$ cat src/twm_map.svh
/*
 * Register offsets, field positions, reset values and status codes of the
 * two-wire master receiver. Assumes inclusion by bare name from src/.
 */
`ifndef TWM_MAP_SVH
`define TWM_MAP_SVH

// Byte offsets on the APB
`define TWM_CTRL_OFS 8'h00
`define TWM_STAT_OFS 8'h04
`define TWM_DATA_OFS 8'h08
`define TWM_RATE_OFS 8'h0C

// serial_control field positions
`define TWM_CTRL_DONE 7
`define TWM_CTRL_ACK 6
`define TWM_CTRL_STA 5
`define TWM_CTRL_STO 4
`define TWM_CTRL_WCOL 3
`define TWM_CTRL_EN 2
`define TWM_CTRL_IE 0

// Reset values
`define TWM_DATA_RST 8'hFF
`define TWM_RATE_RST 8'h18
`define TWM_PRESC_RST 2'h0

// Status codes, prescaler bits zero
`define TWM_ST_START 8'h08
`define TWM_ST_RSTART 8'h10
`define TWM_ST_WA_ACK 8'h18
`define TWM_ST_WA_NACK 8'h20
`define TWM_ST_TD_ACK 8'h28
`define TWM_ST_TD_NACK 8'h30
`define TWM_ST_LOST 8'h38
`define TWM_ST_RA_ACK 8'h40
`define TWM_ST_RA_NACK 8'h48
`define TWM_ST_RD_ACK 8'h50
`define TWM_ST_RD_NACK 8'h58
`define TWM_ST_IDLE 8'hF8

`endif

$ cat src/twm_pkg.sv
/*
 * Types of the two-wire master receiver.
 * Assumes nothing beyond a SystemVerilog compiler.
 */
package twm_pkg;

   typedef enum logic [2:0] {
      S_IDLE,
      S_WFREE,
      S_START,
      S_XFER,
      S_WAIT,
      S_STOP
   } state_type;

   typedef struct packed {
      logic [7:0] data;
      logic nack;
   } rx_entry_type;

endpackage : twm_pkg

$ cat src/twm_sync.sv
/*
 * Two-flop synchroniser for a group of pins.
 * Assumes inputs asynchronous to clock; output read by any logic.
 */
module twm_sync #(
   parameter int WIDTH = 2
) (
   input wire logic clock, // System clock
   input wire logic srst, // Synchronous reset, high
   input wire logic ce, // Clock enable
   input wire logic [WIDTH-1:0] din, // Asynchronous inputs
   output logic [WIDTH-1:0] dout // Synchronised levels
);

   logic [WIDTH-1:0] meta_ff;
   logic [WIDTH-1:0] sync_ff;

   always_ff @(posedge clock) begin
      if (srst) begin
         meta_ff <= '1;
         sync_ff <= '1;
      end else if (ce) begin
         meta_ff <= din;
         sync_ff <= meta_ff;
      end
   end

   assign dout = sync_ff;

endmodule : twm_sync

$ cat src/twm_buf.sv
/*
 * Two-entry buffer with valid and ready on both sides.
 * Assumes one clock; in and out may act in the same cycle.
 */
module twm_buf #(
   parameter int WIDTH = 9
) (
   input wire logic clock, // System clock
   input wire logic srst, // Synchronous reset, high
   input wire logic ce, // Clock enable
   input wire logic inValid, // Word offered
   output logic inReady, // Room for a word
   input wire logic [WIDTH-1:0] inData, // Word in
   output logic outValid, // Word available
   input wire logic outReady, // Drain takes word
   output logic [WIDTH-1:0] outData // Oldest word
);

   logic [WIDTH-1:0] mem [2];
   logic wrPtr_ff;
   logic rdPtr_ff;
   logic [1:0] count_ff;
   logic push;
   logic pop;

   assign inReady = (count_ff != 2'h2);
   assign outValid = (count_ff != 2'h0);
   assign outData = mem[rdPtr_ff];
   assign push = inValid && inReady;
   assign pop = outValid && outReady;

   always_ff @(posedge clock) begin
      if (ce && push) begin
         mem[wrPtr_ff] <= inData;
      end
   end

   always_ff @(posedge clock) begin
      if (srst) begin
         wrPtr_ff <= 1'b0;
         rdPtr_ff <= 1'b0;
         count_ff <= 2'h0;
      end else if (ce) begin
         if (push) begin
            wrPtr_ff <= !wrPtr_ff;
         end
         if (pop) begin
            rdPtr_ff <= !rdPtr_ff;
         end
         if (push && !pop) begin
            count_ff <= count_ff + 2'h1;
         end else if (pop && !push) begin
            count_ff <= count_ff - 2'h1;
         end
      end
   end

endmodule : twm_buf

$ cat src/twm_master.sv
/*
 * Two-wire bus master (receiver with address and byte transmit) behind an
 * APB slave. Assumes open-drain SCL and SDA resolved outside; pins are
 * asynchronous to clock and pass a two-flop synchroniser.
 */
`include "twm_map.svh"
module twm_master (
   input wire logic clock, // System clock, 25 MHz
   input wire logic srst, // Synchronous reset, high
   input wire logic ce, // Clock enable, freezes all state
   input wire logic [7:0] paddr, // APB address
   input wire logic psel, // APB select
   input wire logic penable, // APB enable
   input wire logic pwrite, // APB direction
   input wire logic [31:0] pwdata, // APB write data
   input wire logic [3:0] pstrb, // APB byte strobes
   output logic [31:0] prdata, // APB read data
   output logic pready, // APB ready
   output logic pslverr, // APB error, unmapped address
   input wire logic sclIn, // Serial clock level
   output logic sclOut, // Serial clock drive value
   output logic sclOe, // Serial clock pulled low
   input wire logic sdaIn, // Serial data level
   output logic sdaOut, // Serial data drive value
   output logic sdaOe // Serial data pulled low
);

   twm_pkg::state_type state_ff;
   logic [1:0] phase_ff;
   logic [7:0] qCnt_ff;
   logic [3:0] bitCnt_ff;
   logic [7:0] shift_ff;
   logic byteRx_ff, addrPhase_ff, addrRw_ff, ackSend_ff, ackRx_ff;
   logic owner_ff, repStart_ff, busy_ff;
   logic sclPrev_ff, sdaPrev_ff;
   logic sclOe_ff, sdaOe_ff;
   logic [7:0] status_ff;
   logic doneSet_ff;
   logic stepDone_ff, ackEn_ff, sta_ff, sto_ff, wcol_ff, en_ff, ie_ff;
   logic [1:0] presc_ff;
   logic [7:0] data_ff, rate_ff;
   logic goP_ff;
   logic sclS, sdaS, sclWait, tick, stopSent, lostNow;
   logic access, wrLane, ctrlWr, dataWr;
   logic mapped;
   logic [7:0] rdByte;
   logic bufInValid, bufInReady, bufOutValid, bufOutReady;
   twm_pkg::rx_entry_type bufIn, bufOut;

   twm_sync #(.WIDTH(2)) u_sync (
      .clock(clock),
      .srst(srst),
      .ce(ce),
      .din({sclIn, sdaIn}),
      .dout({sclS, sdaS})
   );

   // Received bytes wait here while software still holds the previous step
   twm_buf #(.WIDTH($bits(twm_pkg::rx_entry_type))) u_buf (
      .clock(clock),
      .srst(srst),
      .ce(ce),
      .inValid(bufInValid),
      .inReady(bufInReady),
      .inData(bufIn),
      .outValid(bufOutValid),
      .outReady(bufOutReady),
      .outData(bufOut)
   );

   // Quarter-bit timing; the phase that needs SCL high waits while it is held low
   assign sclWait = (state_ff == twm_pkg::S_XFER) ? (phase_ff == 2'h1) : (phase_ff == 2'h2);
   assign tick = (qCnt_ff == rate_ff) && !(sclWait && !sclS);
   assign stopSent = (state_ff == twm_pkg::S_STOP) && (phase_ff == 2'h3) && tick;
   assign lostNow = (state_ff == twm_pkg::S_XFER) && (phase_ff == 2'h1) && tick
      && !sdaOe_ff && !sdaS
      && ((bitCnt_ff != 4'h8 && !byteRx_ff) || (bitCnt_ff == 4'h8 && byteRx_ff));
   assign bufIn = '{data: shift_ff, nack: !ackSend_ff};
   assign bufInValid = (state_ff == twm_pkg::S_XFER) && (phase_ff == 2'h3) && tick
      && (bitCnt_ff == 4'h8) && byteRx_ff && !addrPhase_ff;
   assign bufOutReady = !stepDone_ff && !doneSet_ff;

   always_ff @(posedge clock) begin
      if (srst) begin
         qCnt_ff <= 8'h00;
      end else if (ce) begin
         if (state_ff == twm_pkg::S_IDLE || state_ff == twm_pkg::S_WAIT
               || state_ff == twm_pkg::S_WFREE || tick) begin
            qCnt_ff <= 8'h00;
         end else if (qCnt_ff != rate_ff) begin
            qCnt_ff <= qCnt_ff + 8'h01;
         end
      end
   end

   // Bus monitor: busy from any START until a STOP
   always_ff @(posedge clock) begin
      if (srst) begin
         sclPrev_ff <= 1'b1;
         sdaPrev_ff <= 1'b1;
         busy_ff <= 1'b0;
      end else if (ce) begin
         sclPrev_ff <= sclS;
         sdaPrev_ff <= sdaS;
         if (sclS && sclPrev_ff && sdaPrev_ff && !sdaS) begin
            busy_ff <= 1'b1;
         end else if (sclS && sclPrev_ff && !sdaPrev_ff && sdaS) begin
            busy_ff <= 1'b0;
         end
      end
   end

   // Bus engine
   always_ff @(posedge clock) begin
      if (srst || (ce && !en_ff)) begin
         state_ff <= twm_pkg::S_IDLE;
         phase_ff <= 2'h0;
         bitCnt_ff <= 4'h0;
         shift_ff <= 8'h00;
         byteRx_ff <= 1'b0;
         addrPhase_ff <= 1'b0;
         addrRw_ff <= 1'b0;
         ackSend_ff <= 1'b0;
         ackRx_ff <= 1'b0;
         owner_ff <= 1'b0;
         repStart_ff <= 1'b0;
         sclOe_ff <= 1'b0;
         sdaOe_ff <= 1'b0;
         status_ff <= `TWM_ST_IDLE;
         doneSet_ff <= 1'b0;
      end else if (ce) begin
         doneSet_ff <= 1'b0;
         if (bufOutValid && bufOutReady) begin
            status_ff <= bufOut.nack ? `TWM_ST_RD_NACK : `TWM_ST_RD_ACK;
            doneSet_ff <= 1'b1;
         end
         unique case (state_ff)
            twm_pkg::S_IDLE: begin
               phase_ff <= 2'h0;
               if (goP_ff && sta_ff) begin
                  state_ff <= twm_pkg::S_WFREE;
               end
            end
            twm_pkg::S_WFREE: begin
               if (!busy_ff) begin
                  state_ff <= twm_pkg::S_START;
                  repStart_ff <= 1'b0;
                  phase_ff <= 2'h0;
               end
            end
            twm_pkg::S_START: begin
               if (tick) begin
                  phase_ff <= phase_ff + 2'h1;
                  unique case (phase_ff)
                     2'h0: sdaOe_ff <= 1'b0;
                     2'h1: sclOe_ff <= 1'b0;
                     2'h2: sdaOe_ff <= 1'b1;
                     2'h3: begin
                        sclOe_ff <= 1'b1;
                        owner_ff <= 1'b1;
                        status_ff <= repStart_ff ? `TWM_ST_RSTART : `TWM_ST_START;
                        doneSet_ff <= 1'b1;
                        state_ff <= twm_pkg::S_WAIT;
                     end
                  endcase
               end
            end
            twm_pkg::S_STOP: begin
               if (tick) begin
                  phase_ff <= phase_ff + 2'h1;
                  unique case (phase_ff)
                     2'h0: sdaOe_ff <= 1'b1;
                     2'h1: sclOe_ff <= 1'b0;
                     2'h2: sdaOe_ff <= 1'b0;
                     2'h3: begin
                        owner_ff <= 1'b0;
                        status_ff <= `TWM_ST_IDLE;
                        state_ff <= sta_ff ? twm_pkg::S_WFREE : twm_pkg::S_IDLE;
                     end
                  endcase
               end
            end
            twm_pkg::S_XFER: begin
               if (lostNow) begin
                  sclOe_ff <= 1'b0;
                  sdaOe_ff <= 1'b0;
                  owner_ff <= 1'b0;
                  status_ff <= `TWM_ST_LOST;
                  doneSet_ff <= 1'b1;
                  state_ff <= twm_pkg::S_WAIT;
               end else if (tick && !(bufInValid && !bufInReady)) begin
                  phase_ff <= phase_ff + 2'h1;
                  unique case (phase_ff)
                     2'h0: sclOe_ff <= 1'b0;
                     2'h1: begin
                        if (bitCnt_ff == 4'h8) begin
                           ackRx_ff <= !sdaS;
                        end else begin
                           shift_ff <= {shift_ff[6:0], sdaS};
                        end
                     end
                     2'h2: sclOe_ff <= 1'b1;
                     2'h3: begin
                        if (bitCnt_ff == 4'h7) begin
                           sdaOe_ff <= byteRx_ff && ackEn_ff;
                           ackSend_ff <= ackEn_ff;
                        end else if (bitCnt_ff != 4'h8) begin
                           sdaOe_ff <= !byteRx_ff && !shift_ff[7];
                        end else begin
                           sdaOe_ff <= 1'b0;
                        end
                        bitCnt_ff <= bitCnt_ff + 4'h1;
                        if (bitCnt_ff == 4'h8) begin
                           state_ff <= twm_pkg::S_WAIT;
                           if (addrPhase_ff && addrRw_ff) begin
                              status_ff <= ackRx_ff ? `TWM_ST_RA_ACK : `TWM_ST_RA_NACK;
                              doneSet_ff <= 1'b1;
                           end else if (addrPhase_ff) begin
                              status_ff <= ackRx_ff ? `TWM_ST_WA_ACK : `TWM_ST_WA_NACK;
                              doneSet_ff <= 1'b1;
                           end else if (!byteRx_ff) begin
                              status_ff <= ackRx_ff ? `TWM_ST_TD_ACK : `TWM_ST_TD_NACK;
                              doneSet_ff <= 1'b1;
                           end
                        end
                     end
                  endcase
               end
            end
            twm_pkg::S_WAIT: begin
               phase_ff <= 2'h0;
               bitCnt_ff <= 4'h0;
               if (goP_ff) begin
                  if (!owner_ff) begin
                     state_ff <= sta_ff ? twm_pkg::S_WFREE : twm_pkg::S_IDLE;
                     status_ff <= `TWM_ST_IDLE;
                  end else if (sto_ff) begin
                     state_ff <= twm_pkg::S_STOP;
                  end else if (sta_ff) begin
                     state_ff <= twm_pkg::S_START;
                     repStart_ff <= 1'b1;
                  end else if (status_ff == `TWM_ST_START || status_ff == `TWM_ST_RSTART) begin
                     shift_ff <= data_ff;
                     addrPhase_ff <= 1'b1;
                     addrRw_ff <= data_ff[0];
                     byteRx_ff <= 1'b0;
                     sdaOe_ff <= !data_ff[7];
                     state_ff <= twm_pkg::S_XFER;
                  end else if (status_ff == `TWM_ST_RA_ACK || status_ff == `TWM_ST_RD_ACK) begin
                     addrPhase_ff <= 1'b0;
                     byteRx_ff <= 1'b1;
                     sdaOe_ff <= 1'b0;
                     state_ff <= twm_pkg::S_XFER;
                  end else if (status_ff == `TWM_ST_WA_ACK || status_ff == `TWM_ST_WA_NACK
                        || status_ff == `TWM_ST_TD_ACK || status_ff == `TWM_ST_TD_NACK) begin
                     shift_ff <= data_ff;
                     addrPhase_ff <= 1'b0;
                     byteRx_ff <= 1'b0;
                     sdaOe_ff <= !data_ff[7];
                     state_ff <= twm_pkg::S_XFER;
                  end
               end
            end
            default: state_ff <= twm_pkg::S_IDLE;
         endcase
      end
   end

   // APB decode; one wait state, answer registered
   assign access = psel && penable && pready;
   assign wrLane = access && pwrite && pstrb[0] && mapped;
   assign ctrlWr = wrLane && (paddr == `TWM_CTRL_OFS);
   assign dataWr = wrLane && (paddr == `TWM_DATA_OFS);
   assign mapped = (paddr == `TWM_CTRL_OFS) || (paddr == `TWM_STAT_OFS)
      || (paddr == `TWM_DATA_OFS) || (paddr == `TWM_RATE_OFS);

   always_comb begin
      rdByte = 8'h00;
      unique case (paddr)
         `TWM_CTRL_OFS: rdByte = {stepDone_ff, ackEn_ff, sta_ff, sto_ff,
            wcol_ff, en_ff, 1'b0, ie_ff};
         `TWM_STAT_OFS: rdByte = {status_ff[7:3], 1'b0, presc_ff};
         `TWM_DATA_OFS: rdByte = data_ff;
         `TWM_RATE_OFS: rdByte = rate_ff;
         default: rdByte = 8'h00;
      endcase
   end

   // Answer flops drive the ports; a write commits at the edge that samples pready
   always_ff @(posedge clock) begin
      if (srst) begin
         pready <= 1'b0;
         pslverr <= 1'b0;
         prdata <= 32'h0000_0000;
      end else if (ce) begin
         pready <= psel && penable && !pready;
         pslverr <= psel && penable && !pready && !mapped;
         prdata <= {24'h00_0000, rdByte};
      end
   end

   // serial_control
   always_ff @(posedge clock) begin
      if (srst) begin
         stepDone_ff <= 1'b0;
         ackEn_ff <= 1'b0;
         sta_ff <= 1'b0;
         sto_ff <= 1'b0;
         en_ff <= 1'b0;
         ie_ff <= 1'b0;
         goP_ff <= 1'b0;
      end else if (ce) begin
         goP_ff <= ctrlWr && pwdata[`TWM_CTRL_DONE] && pwdata[`TWM_CTRL_EN]
            && !doneSet_ff;
         if (doneSet_ff) begin
            stepDone_ff <= 1'b1;
         end else if (ctrlWr && pwdata[`TWM_CTRL_DONE]) begin
            stepDone_ff <= 1'b0;
         end
         if (ctrlWr) begin
            ackEn_ff <= pwdata[`TWM_CTRL_ACK];
            sta_ff <= pwdata[`TWM_CTRL_STA];
            sto_ff <= pwdata[`TWM_CTRL_STO];
            en_ff <= pwdata[`TWM_CTRL_EN];
            ie_ff <= pwdata[`TWM_CTRL_IE];
         end else if (stopSent) begin
            sto_ff <= 1'b0;
         end
      end
   end

   // serial_data, collision flag, serial_status prescaler, bit rate
   always_ff @(posedge clock) begin
      if (srst) begin
         data_ff <= `TWM_DATA_RST;
         wcol_ff <= 1'b0;
         presc_ff <= `TWM_PRESC_RST;
         rate_ff <= `TWM_RATE_RST;
      end else if (ce) begin
         if (bufOutValid && bufOutReady) begin
            data_ff <= bufOut.data;
         end else if (dataWr && stepDone_ff) begin
            data_ff <= pwdata[7:0];
         end
         if (dataWr) begin
            wcol_ff <= !stepDone_ff;
         end
         if (wrLane && paddr == `TWM_STAT_OFS) begin
            presc_ff <= pwdata[1:0];
         end
         if (wrLane && paddr == `TWM_RATE_OFS) begin
            rate_ff <= (pwdata[7:0] == 8'h00) ? 8'h01 : pwdata[7:0];
         end
      end
   end

   always_ff @(posedge clock) begin
      if (srst) begin
         sclOut <= 1'b0;
         sdaOut <= 1'b0;
         sclOe <= 1'b0;
         sdaOe <= 1'b0;
      end else if (ce) begin
         sclOe <= sclOe_ff;
         sdaOe <= sdaOe_ff;
      end
   end

endmodule : twm_master

$ cat config.mk
export PLATFORM = sky130hd
export DESIGN_NAME = twm_master
export DESIGN_NICKNAME = d
export VERILOG_FILES = /design/src/twm_pkg.sv /design/src/twm_sync.sv /design/src/twm_buf.sv /design/src/twm_master.sv
export VERILOG_INCLUDE_DIRS = /design/src /design/src/src
export SDC_FILE = /design/constraint.sdc
export NUM_CORES = 1
export LEC_CHECK = 0
export BUFFER_PORTS_ARGS = -buffer_cell sky130_fd_sc_hd__buf_2
export CAP_MARGIN = 10
export CORE_AREA = 2 2 94 115
export CTS_CLUSTER_DIAMETER = 80
export DETAILED_ROUTE_END_ITERATION = 16
export DIE_AREA = 0 0 96 117
export PLACE_DENSITY_LB_ADDON = 0.25
export SKIP_CTS_REPAIR_TIMING = 1
export SLEW_MARGIN = 0
export SYNTH_ARGS = -nofsm -noshare
export SYNTH_HDL_FRONTEND = slang
export SYNTH_SLANG_ARGS = --single-unit
export TNS_END_PERCENT = 1
$ cat constraint.sdc
create_clock -name clock -period 6.3 [get_ports clock]
set_input_delay 0.315 -clock clock [delete_from_list [all_inputs] [get_ports clock]]
set_output_delay 0.315 -clock clock [all_outputs]
set_load 0.1 [all_outputs]
==> results of run 1 <==
cell usage in the layout (no fill, tap or decap), types with 12 or more instances in the layout:
cell type,n
nor2_1,96
mux2i_1,45
a21oi_1,43
o211ai_1,14
edfxtp_1,18
dfxtp_1,93
nand2_1,58
nand3_1,20
conb_1,26
xnor2_1,19
a22oi_1,12
a211oi_1,12
buf_2,36
o21ai_0,29
nor3_1,19
inv_1,22
worst min-delay path by stage:
stage / slack [ns] / to / cells after the start / from
final: 0.17 / u_sync.meta_ff[1] / 3 / sclIn
after global routing: 0.19 / u_sync.meta_ff[0] / 3 / sdaIn
after CTS: 0.16 / u_sync.meta_ff[0] / 3 / sdaIn
after detailed placement: 0.44 / status_ff[2] / 2 / status_ff[2]
after global placement: 0.42 / status_ff[2] / 2 / status_ff[2]
after floorplan: 0.42 / status_ff[2] / 2 / status_ff[2]
metrics by stage:
| step | std cells | power [W] | hold WS (ns) | utilization |
|---|---|---|---|---|
| 2_1_floorplan | 738 | 0.000917 | 0.416 | - |
| 3_3_place_gp | 840 | 0.000941 | 0.422 | 0.614 |
| 3_5_place_dp | 840 | 0.000945 | 0.435 | 0.614 |
| 4_1_cts | 856 | 0.00150 | 0.165 | 0.642 |
| 5_1_grt | 857 | 0.00154 | 0.191 | 0.643 |
| 6_report | 857 | 0.00149 | 0.169 | 0.643 |
report_power, final:
group,switching (W),leakage (nW),internal (W)
registers,0.0000185,0.953,0.000730
clock network,0.000285,0.134,0.000278
logic,0.000143,1.19,0.0000409
total,0.000446,2.27,0.00105
synthesized netlist by cell type, drive strengths merged, types with 6 or more instances:
master,n,share of area
nand2,58,0.035
mux2i,45,0.073
nor3,22,0.020
a31oi,7,0.0071
nand4,11,0.011
o21ai,30,0.024
clkbuf,28,0.017
and3,7,0.0071
nor2,96,0.059
o211ai,14,0.017
a211oi,14,0.019
mux4,6,0.022
a21oi,43,0.035
dfxtp,93,0.30
ha,10,0.020
inv,22,0.013
a22oi,12,0.015
nor4,10,0.012
xnor2,19,0.027
buf,38,0.041
nand3,20,0.016
edfxtp,18,0.088
routing by layer:
layer | vias up | GRT usage | share of wire
li1 | 2541 | - | -
met1 | 2601 | 0.393 | 0.39
met2 | 292 | 0.519 | 0.48
met3 | 64 | 0.0391 | 0.066
met4 | 0 | 0.196 | 0.058
met5 | - | 0 | 0
state kept, by name (all words and copies together) (netlist names), 3 cells and up, named ones only:
register and count:
bitCnt_ff 4, data_ff 8, prdata 8, qCnt_ff 8, rate_ff 8, shift_ff 8, state_ff 3, status_ff 8
u_buf.mem 18
critical path: stages (launching register included):
cell and delay (ns):
dfxtp_1 0.87, and3b_1 0.53, mux2i_1 0.21, or3_1 0.56, nor3_1 0.27, nand2_1 0.07, nor2_1 0.67
cell type report:
cell class,instances,area [um^2],share of cell area
flip-flops and latches,111,2400,0.366
inverters,24,90.1,0.0137
clock inverters,6,60.1,0.00915
repair buffers,40,208,0.0316
multi-input cells,537,3410,0.520
clock buffers,10,229,0.0349
well taps,129,161,0.0246
logic make-up after synthesis:
kind of cell / Yosys count / share of synthesized area
buf+inv: 90 / 0.0726
mux: 55 / 0.102
other cells: 1 / 0.000609
xor+xnor: 24 / 0.0341
compound gates: 159 / 0.172
fa+ha+maj: 10 / 0.0203
flops: 111 / 0.390
simple gates: 263 / 0.208
==> results.json, run 1 <==
{
  "startpoint": "state_ff[0]",
  "htreeDepth": 3,
  "endpoint_kind": "register",
  "ir_drop_mv": 0.119,
  "hold_viol": 0,
  "dpl.hpwl_um": 12400,
  "start_kind": "register",
  "leakage_nw": 2.27,
  "drive_gt1_frac": 0.106,
  "crit_arrival_ns": 3.56,
  "timing.rr.start": "state_ff[0]",
  "synthFlopType": "dfxtp_1",
  "synth_cells": 713,
  "required_ns": 6.29,
  "hold_path_class": "in2reg",
  "cts_tree": "built",
  "crit_fanout": 23,
  "syn_to_final_growth_pct": 6.61,
  "avgSynthCellArea_um2": 8.63,
  "r2r_setup_slack_ns": 2.73,
  "finalCritPeriodShare": 0.567,
  "grt_usage": 0.316,
  "p_per_area_mw_per_mm2": 228,
  "critPathCapture": "u_buf.mem[0][4]",
  "initial_utilization": 0.603,
  "vias": 5498,
  "dr.pass1.iters": 6,
  "crit_type": "reg2reg",
  "drc": 0,
  "place_congestion": 1.02,
  "coreArea_mm2": 0.0102,
  "wl_per_cell_um": 20.2,
  "die_width_um": 96,
  "root_buffer": "clkbuf_16",
  "slew_headroom": 0.281,
  "reg2reg_to": "u_buf.mem[0][4]",
  "synth_async_sr_flop_share": 0,
  "synth_edf_count": 18,
  "wl_um": 17300,
  "worst_pin_slew_ns": 1.08,
  "ys_seq_area_frac": 0.390,
  "setup_viol": 0,
  "n_antenna_cell": 0,
  "synth_seq_cells": 111,
  "fmax_ghz": 0.280,
  "cts.sink_count": 111,
  "yosys_warnings": 0,
  "ff2ff_path_depth": 6,
  "grt_pass1_wl_um": 26600,
  "slew_viol_final": 0,
  "postRouteAntennaNets": 0,
  "status": "completed",
  "initialDrtViolationCount": 577,
  "placed_cell_area_mm2": 0.00627,
  "grt_overflow": 0,
  "clk-insertion-delay-late_ns": 0.36,
  "die_h_um": 117,
  "io_pins": 90,
  "finalCriticalPeriod_ns": 3.57,
  "rsz0062_at_grt": "no",
  "viasPerCell": 6.42,
  "ys_types": 70,
  "worst_slack_ns": 2.73,
  "cap_violations": 0,
  "cts_made_buffers": 9,
  "mappedNetlistArea_mm2": 0.00616,
  "grt_max_degree": 42,
  "port_buffers": 36,
  "clockBufferDepth": 2,
  "fillers": 896,
  "design_area_mm2": 0.00656,
  "path_clk_slew_ns": 0.08,
  "rows": 41,
  "dieArea_mm2": 0.0112,
  "clock_skew_ns": 0.0114,
  "setup_tns_ns": 0,
  "dp_slack_ns": 2.82,
  "antenna_found_initial": 0,
  "layout.nets": 785,
  "grt_pass1_vias": 5062
}
Power figures use the tool's default switching activity.
==> run 2: changes to the inputs <==
Settings changed: CORE_AREA 2 2 94 115 to 2 2 98 118, DIE_AREA 0 0 96 117 to 0 0 100 120.
Clock period 6.3 ns to 3.3 ns, I/O delays scaled along.
==> results.json, run 2 (synthesis gave the netlist of run 1 again) <==
{
  "p_sw_frac": 0.301,
  "slew_viol_final": 0,
  "share_comb_of_total_power": 0.122,
  "syn_to_final_growth_pct": 9.21,
  "crit_type": "reg2reg",
  "cts.sink_count": 111,
  "setup_tns_ns": 0,
  "min_path_cells": 3,
  "p_int_w": 0.00202,
  "layout.nets": 804,
  "finalCriticalPeriod_ns": 2.82,
  "design_area_mm2": 0.00672,
  "dr.pass1.iters": 5,
  "wl_um": 17100,
  "wl_per_cell_um": 19.4,
  "grt_pass1_wl_um": 27400,
  "rows": 42,
  "setup_viol": 0,
  "crit_arrival_ns": 3.03,
  "place_congestion": 0.950,
  "coreArea_mm2": 0.0109,
  "cap_violations": 0,
  "endpoint_kind": "register",
  "r2r_setup_slack_ns": 0.48,
  "antenna_found_initial": 0,
  "start_kind": "register",
  "worstHoldStart": "sdaIn",
  "crit_chain": "inv_1 -> ha_1 -> nand2b_1 -> mux2i_1 -> or3_1 -> nor4_1 -> ha_1 -> nor2_1 -> nand2_1 -> xnor2_1 -> nor2_1",
  "cts_tree": "built",
  "fmax_ghz": 0.355,
  "status": "completed",
  "finalCritPeriodShare": 0.855,
  "htreeDepth": 3,
  "final_common_cell": "nor2_1",
  "placed_cell_area_mm2": 0.00642,
  "rsz0062_at_grt": "no",
  "ir_drop_mv": 0.266,
  "grt_overflow": 0,
  "grt_max_degree": 42,
  "final_cells": 879,
  "regMostFlops": "u_buf.mem",
  "switchingPower_w": 0.000869,
  "hold_viol": 0,
  "dieArea_mm2": 0.0120,
  "drive_gt1_frac": 0.130,
  "leakage_nw": 2.39,
  "postRouteAntennaNets": 0,
  "hold_path_class": "in2reg",
  "dpl.hpwl_um": 12400,
  "hold_ws_ns": 0.0287,
  "grt_pass1_vias": 5188,
  "viasPerCell": 6.24,
  "io_pins": 90,
  "fin_util": 0.615,
  "worst_pin_slew_ns": 1.07,
  "p_seq_frac": 0.494,
  "ff2ff_path_depth": 11,
  "die_h_um": 120,
  "max_stage_delay_ns": 0.55,
  "clock_skew_ns": 0.0132,
  "required_ns": 3.51,
  "crit_fanout": 8,
  "clk-insertion-delay-late_ns": 0.35,
  "root_buffer": "clkbuf_16",
  "placedCellCount": 863,
  "layout_common_cells": "96 x nor2_1, 93 x dfxtp_1, 58 x nand2_1, 45 x mux2i_1, 43 x a21oi_1",
  "p_clk_frac": 0.383,
  "p_per_area_mw_per_mm2": 430,
  "path_clk_slew_ns": 0.09,
  "n_antenna_cell": 0,
  "drc": 0,
  "clockBufferDepth": 2,
  "die_width_um": 100,
  "slew_headroom": 0.285,
  "initial_utilization": 0.563,
  "initialDrtViolationCount": 485,
  "crit_path_top_delay_cell": "or3_1",
  "vias": 5482,
  "startpoint": "phase_ff[0]",
  "grt_usage": 0.292,
  "largest_reg_flops": 18,
  "timing.rr.start": "phase_ff[0]",
  "port_buffers": 36,
  "cts_made_buffers": 9
}
## run 2: cell count changes in the layout (fill, tap and decap cells not counted)
| cell | delta |
|---|---|
| nor3b_4 | -1 |
| buf_4 | +20 |
| clkbuf_1 | -1 |
| clkinvlp_4 | -2 |
| inv_6 | -1 |
| clkinv_4 | +2 |
| inv_8 | +1 |
| nor3b_2 | +1 |
| clkbuf_2 | -1 |
| inv_12 | +1 |
## run 2: area by class of cell
class	count	area [um^2]
sequential	111	2400
clock inverter	7	81.3
fill	944	4210
inverter	24	90.1
multi-input combinational	537	3410
clock buffer	9	225
tap	132	165
timing repair buffer	59	353
## run 2: through the flow
step                power [W]  setup WS, ns
floorplan             0.00175         0.776
global placement      0.00180         0.592
detailed placement    0.00181         0.521
CTS                   0.00290         0.499
global route          0.00298         0.264
finish                0.00289         0.480
## run 2: power by group through the flow
stage | clock [W] | sequential, W | combinational (W)
floorplan | 0 | 0.00145 | 0.000303
global placement | 0 | 0.00146 | 0.000343
detailed placement | 0 | 0.00146 | 0.000350
CTS | 0.00112 | 0.00143 | 0.000351
global route | 0.00118 | 0.00143 | 0.000375
finish | 0.00111 | 0.00143 | 0.000354
## run 2: worst paths after layout
check	to
setup reg to reg	u_buf.count_ff[1]
hold reg to reg	status_ff[0]
setup / recovery	u_buf.count_ff[1]
hold / removal	u_sync.meta_ff[0]
## run 2: worst max-delay path, delay by kind of cell, from the launching register on
kind / cells / cell delay, ns
simple gates: 6 / 1.34
fa+ha+maj: 2 / 0.59
flops: 1 / 0.36
xor+xnor: 1 / 0.15
mux: 1 / 0.14
buf+inv: 1 / 0.10
## run 2: per-layer routing
layer	wire, um	up-vias	GRT usage
met5	0	-	0
met4	660	0	0.129
met3	1070	54	0.0454
met2	8500	241	0.490
met1	6830	2595	0.371
li1	-	2592	-
==> run 3: changes to the inputs <==
Settings changed: REMOVE_ABC_BUFFERS from default to 1.
==> results.json, run 3 (synthesis gave the netlist of run 1 again) <==
{
  "grt_overflow": 0,
  "crit_fanout": 16,
  "leakage_nw": 2.38,
  "largest_reg_flops": 18,
  "slew_viol_final": 0,
  "share_comb_of_total_power": 0.122,
  "p_int_w": 0.00202,
  "placed_cell_area_mm2": 0.00639,
  "die_width_um": 100,
  "p_sw_frac": 0.305,
  "status": "completed",
  "drc": 0,
  "hold_path_class": "in2reg",
  "initial_utilization": 0.563,
  "layout_common_cells": "96 x nor2_1, 93 x dfxtp_1, 58 x nand2_1, 45 x mux2i_1, 43 x a21oi_1",
  "htreeDepth": 3,
  "start_kind": "register",
  "dp_slack_ns": 0.617,
  "p_per_area_mw_per_mm2": 434,
  "regMostFlops": "u_buf.mem",
  "clockBufferDepth": 2,
  "worst_pin_slew_ns": 1.08,
  "wl_um": 17100,
  "setup_viol": 0,
  "drive_gt1_frac": 0.126,
  "die_h_um": 120,
  "worst_slack_ns": 0.562,
  "switchingPower_w": 0.000885,
  "initialDrtViolationCount": 528,
  "ff2ff_path_depth": 6,
  "port_buffers": 36,
  "finalCriticalPeriod_ns": 2.74,
  "design_area_mm2": 0.00670,
  "grt_pass1_vias": 5189,
  "ir_drop_mv": 0.247,
  "postRouteAntennaNets": 0,
  "rsz0062_at_grt": "no",
  "n_antenna_cell": 0,
  "vias": 5500,
  "setup_tns_ns": 0,
  "rows": 42,
  "cts.sink_count": 111,
  "min_path_cells": 3,
  "layout.nets": 801,
  "finalCritPeriodShare": 0.830,
  "cts_tree": "built",
  "syn_to_final_growth_pct": 8.80,
  "wl_per_cell_um": 19.6,
  "clk-insertion-delay-late_ns": 0.36,
  "coreArea_mm2": 0.0109,
  "max_stage_delay_ns": 0.70,
  "cap_violations": 0,
  "grt_max_degree": 40,
  "dpl.hpwl_um": 12500,
  "crit_chain": "xnor2_1 -> nand4_1 -> or3_1 -> o31ai_4 -> nor2_1 -> a211oi_1",
  "dieArea_mm2": 0.0120,
  "root_buffer": "clkbuf_16",
  "p_seq_frac": 0.492,
  "crit_type": "reg2reg",
  "grt_usage": 0.289,
  "dr.pass1.iters": 5,
  "slew_headroom": 0.281,
  "cts_made_buffers": 9,
  "hold_viol": 0,
  "crit_arrival_ns": 3.00,
  "grt_pass1_wl_um": 27200,
  "place_congestion": 0.976,
  "required_ns": 3.56,
  "endpoint_kind": "register",
  "final_common_cell": "nor2_1",
  "path_clk_slew_ns": 0.08,
  "viasPerCell": 6.28,
  "antenna_found_initial": 0,
  "p_clk_frac": 0.386,
  "io_pins": 90,
  "crit_path_top_delay_cell": "o31ai_4",
  "fmax_ghz": 0.365,
  "clock_skew_ns": 0.0121
}
-- run 3: cell count changes in the layout (fill, tap and decap cells not counted) --
cell,change
clkinv_4,-1
inv_6,+2
inv_8,-1
buf_4,-3
-- run 3: power groups by stage --
stage          Clock (W)  Sequential (W)  Combinational [W]
2_1_floorplan          0         0.00145           0.000253
3_3_place_gp           0         0.00146           0.000342
3_5_place_dp           0         0.00146           0.000348
4_1_cts          0.00113         0.00143           0.000349
5_1_grt          0.00119         0.00143           0.000374
6_report         0.00112         0.00143           0.000353
-- run 3: cell type report --
cell class	count	area (um^2)
repair buffers	56	330
multi-input cells	537	3410
inverters	24	90.1
clock buffers	9	225
clock inverters	7	78.8
flip-flops and latches	111	2400
well taps	132	165
fillers	951	4230
-- run 3: through the flow --
step / instances / power (W) / util / hold WS [ns]
floorplan: 672 / 0.00171 / - / 0.234
global placement: 860 / 0.00180 / 0.585 / 0.384
detailed placement: 860 / 0.00181 / 0.585 / 0.391
CTS: 876 / 0.00291 / 0.613 / 0.0225
global route: 876 / 0.00299 / 0.613 / 0.0290
finish: 876 / 0.00290 / 0.613 / 0.0174
-- run 3: path summary, 6_finish.rpt --
path / from / end / slack [ns]
max reg2reg: rate_ff[0] / shift_ff[0] / 0.56
min: sclIn / u_sync.meta_ff[1] / 0.02
max: rate_ff[0] / shift_ff[0] / 0.56
min reg2reg: status_ff[0] / status_ff[0] / 0.44
-- run 3: routing by layer --
metal | share of wire | GRT usage | wire length [um] | up-vias
li1 | - | - | - | 2581
met1 | 0.41 | 0.373 | 6950 | 2594
met2 | 0.49 | 0.485 | 8310 | 275
met3 | 0.072 | 0.0379 | 1230 | 50
met4 | 0.037 | 0.124 | 637 | 0
met5 | 0 | 0 | 0 | -
-- run 3: critical path, delay by kind of cell, from the launching register on --
family / cells / cell delay (ns)
AND/OR/NAND/NOR: 3 / 1.08
AO/OA/AOI/OAI: 2 / 0.96
flip-flops: 1 / 0.44
XOR/XNOR: 1 / 0.15
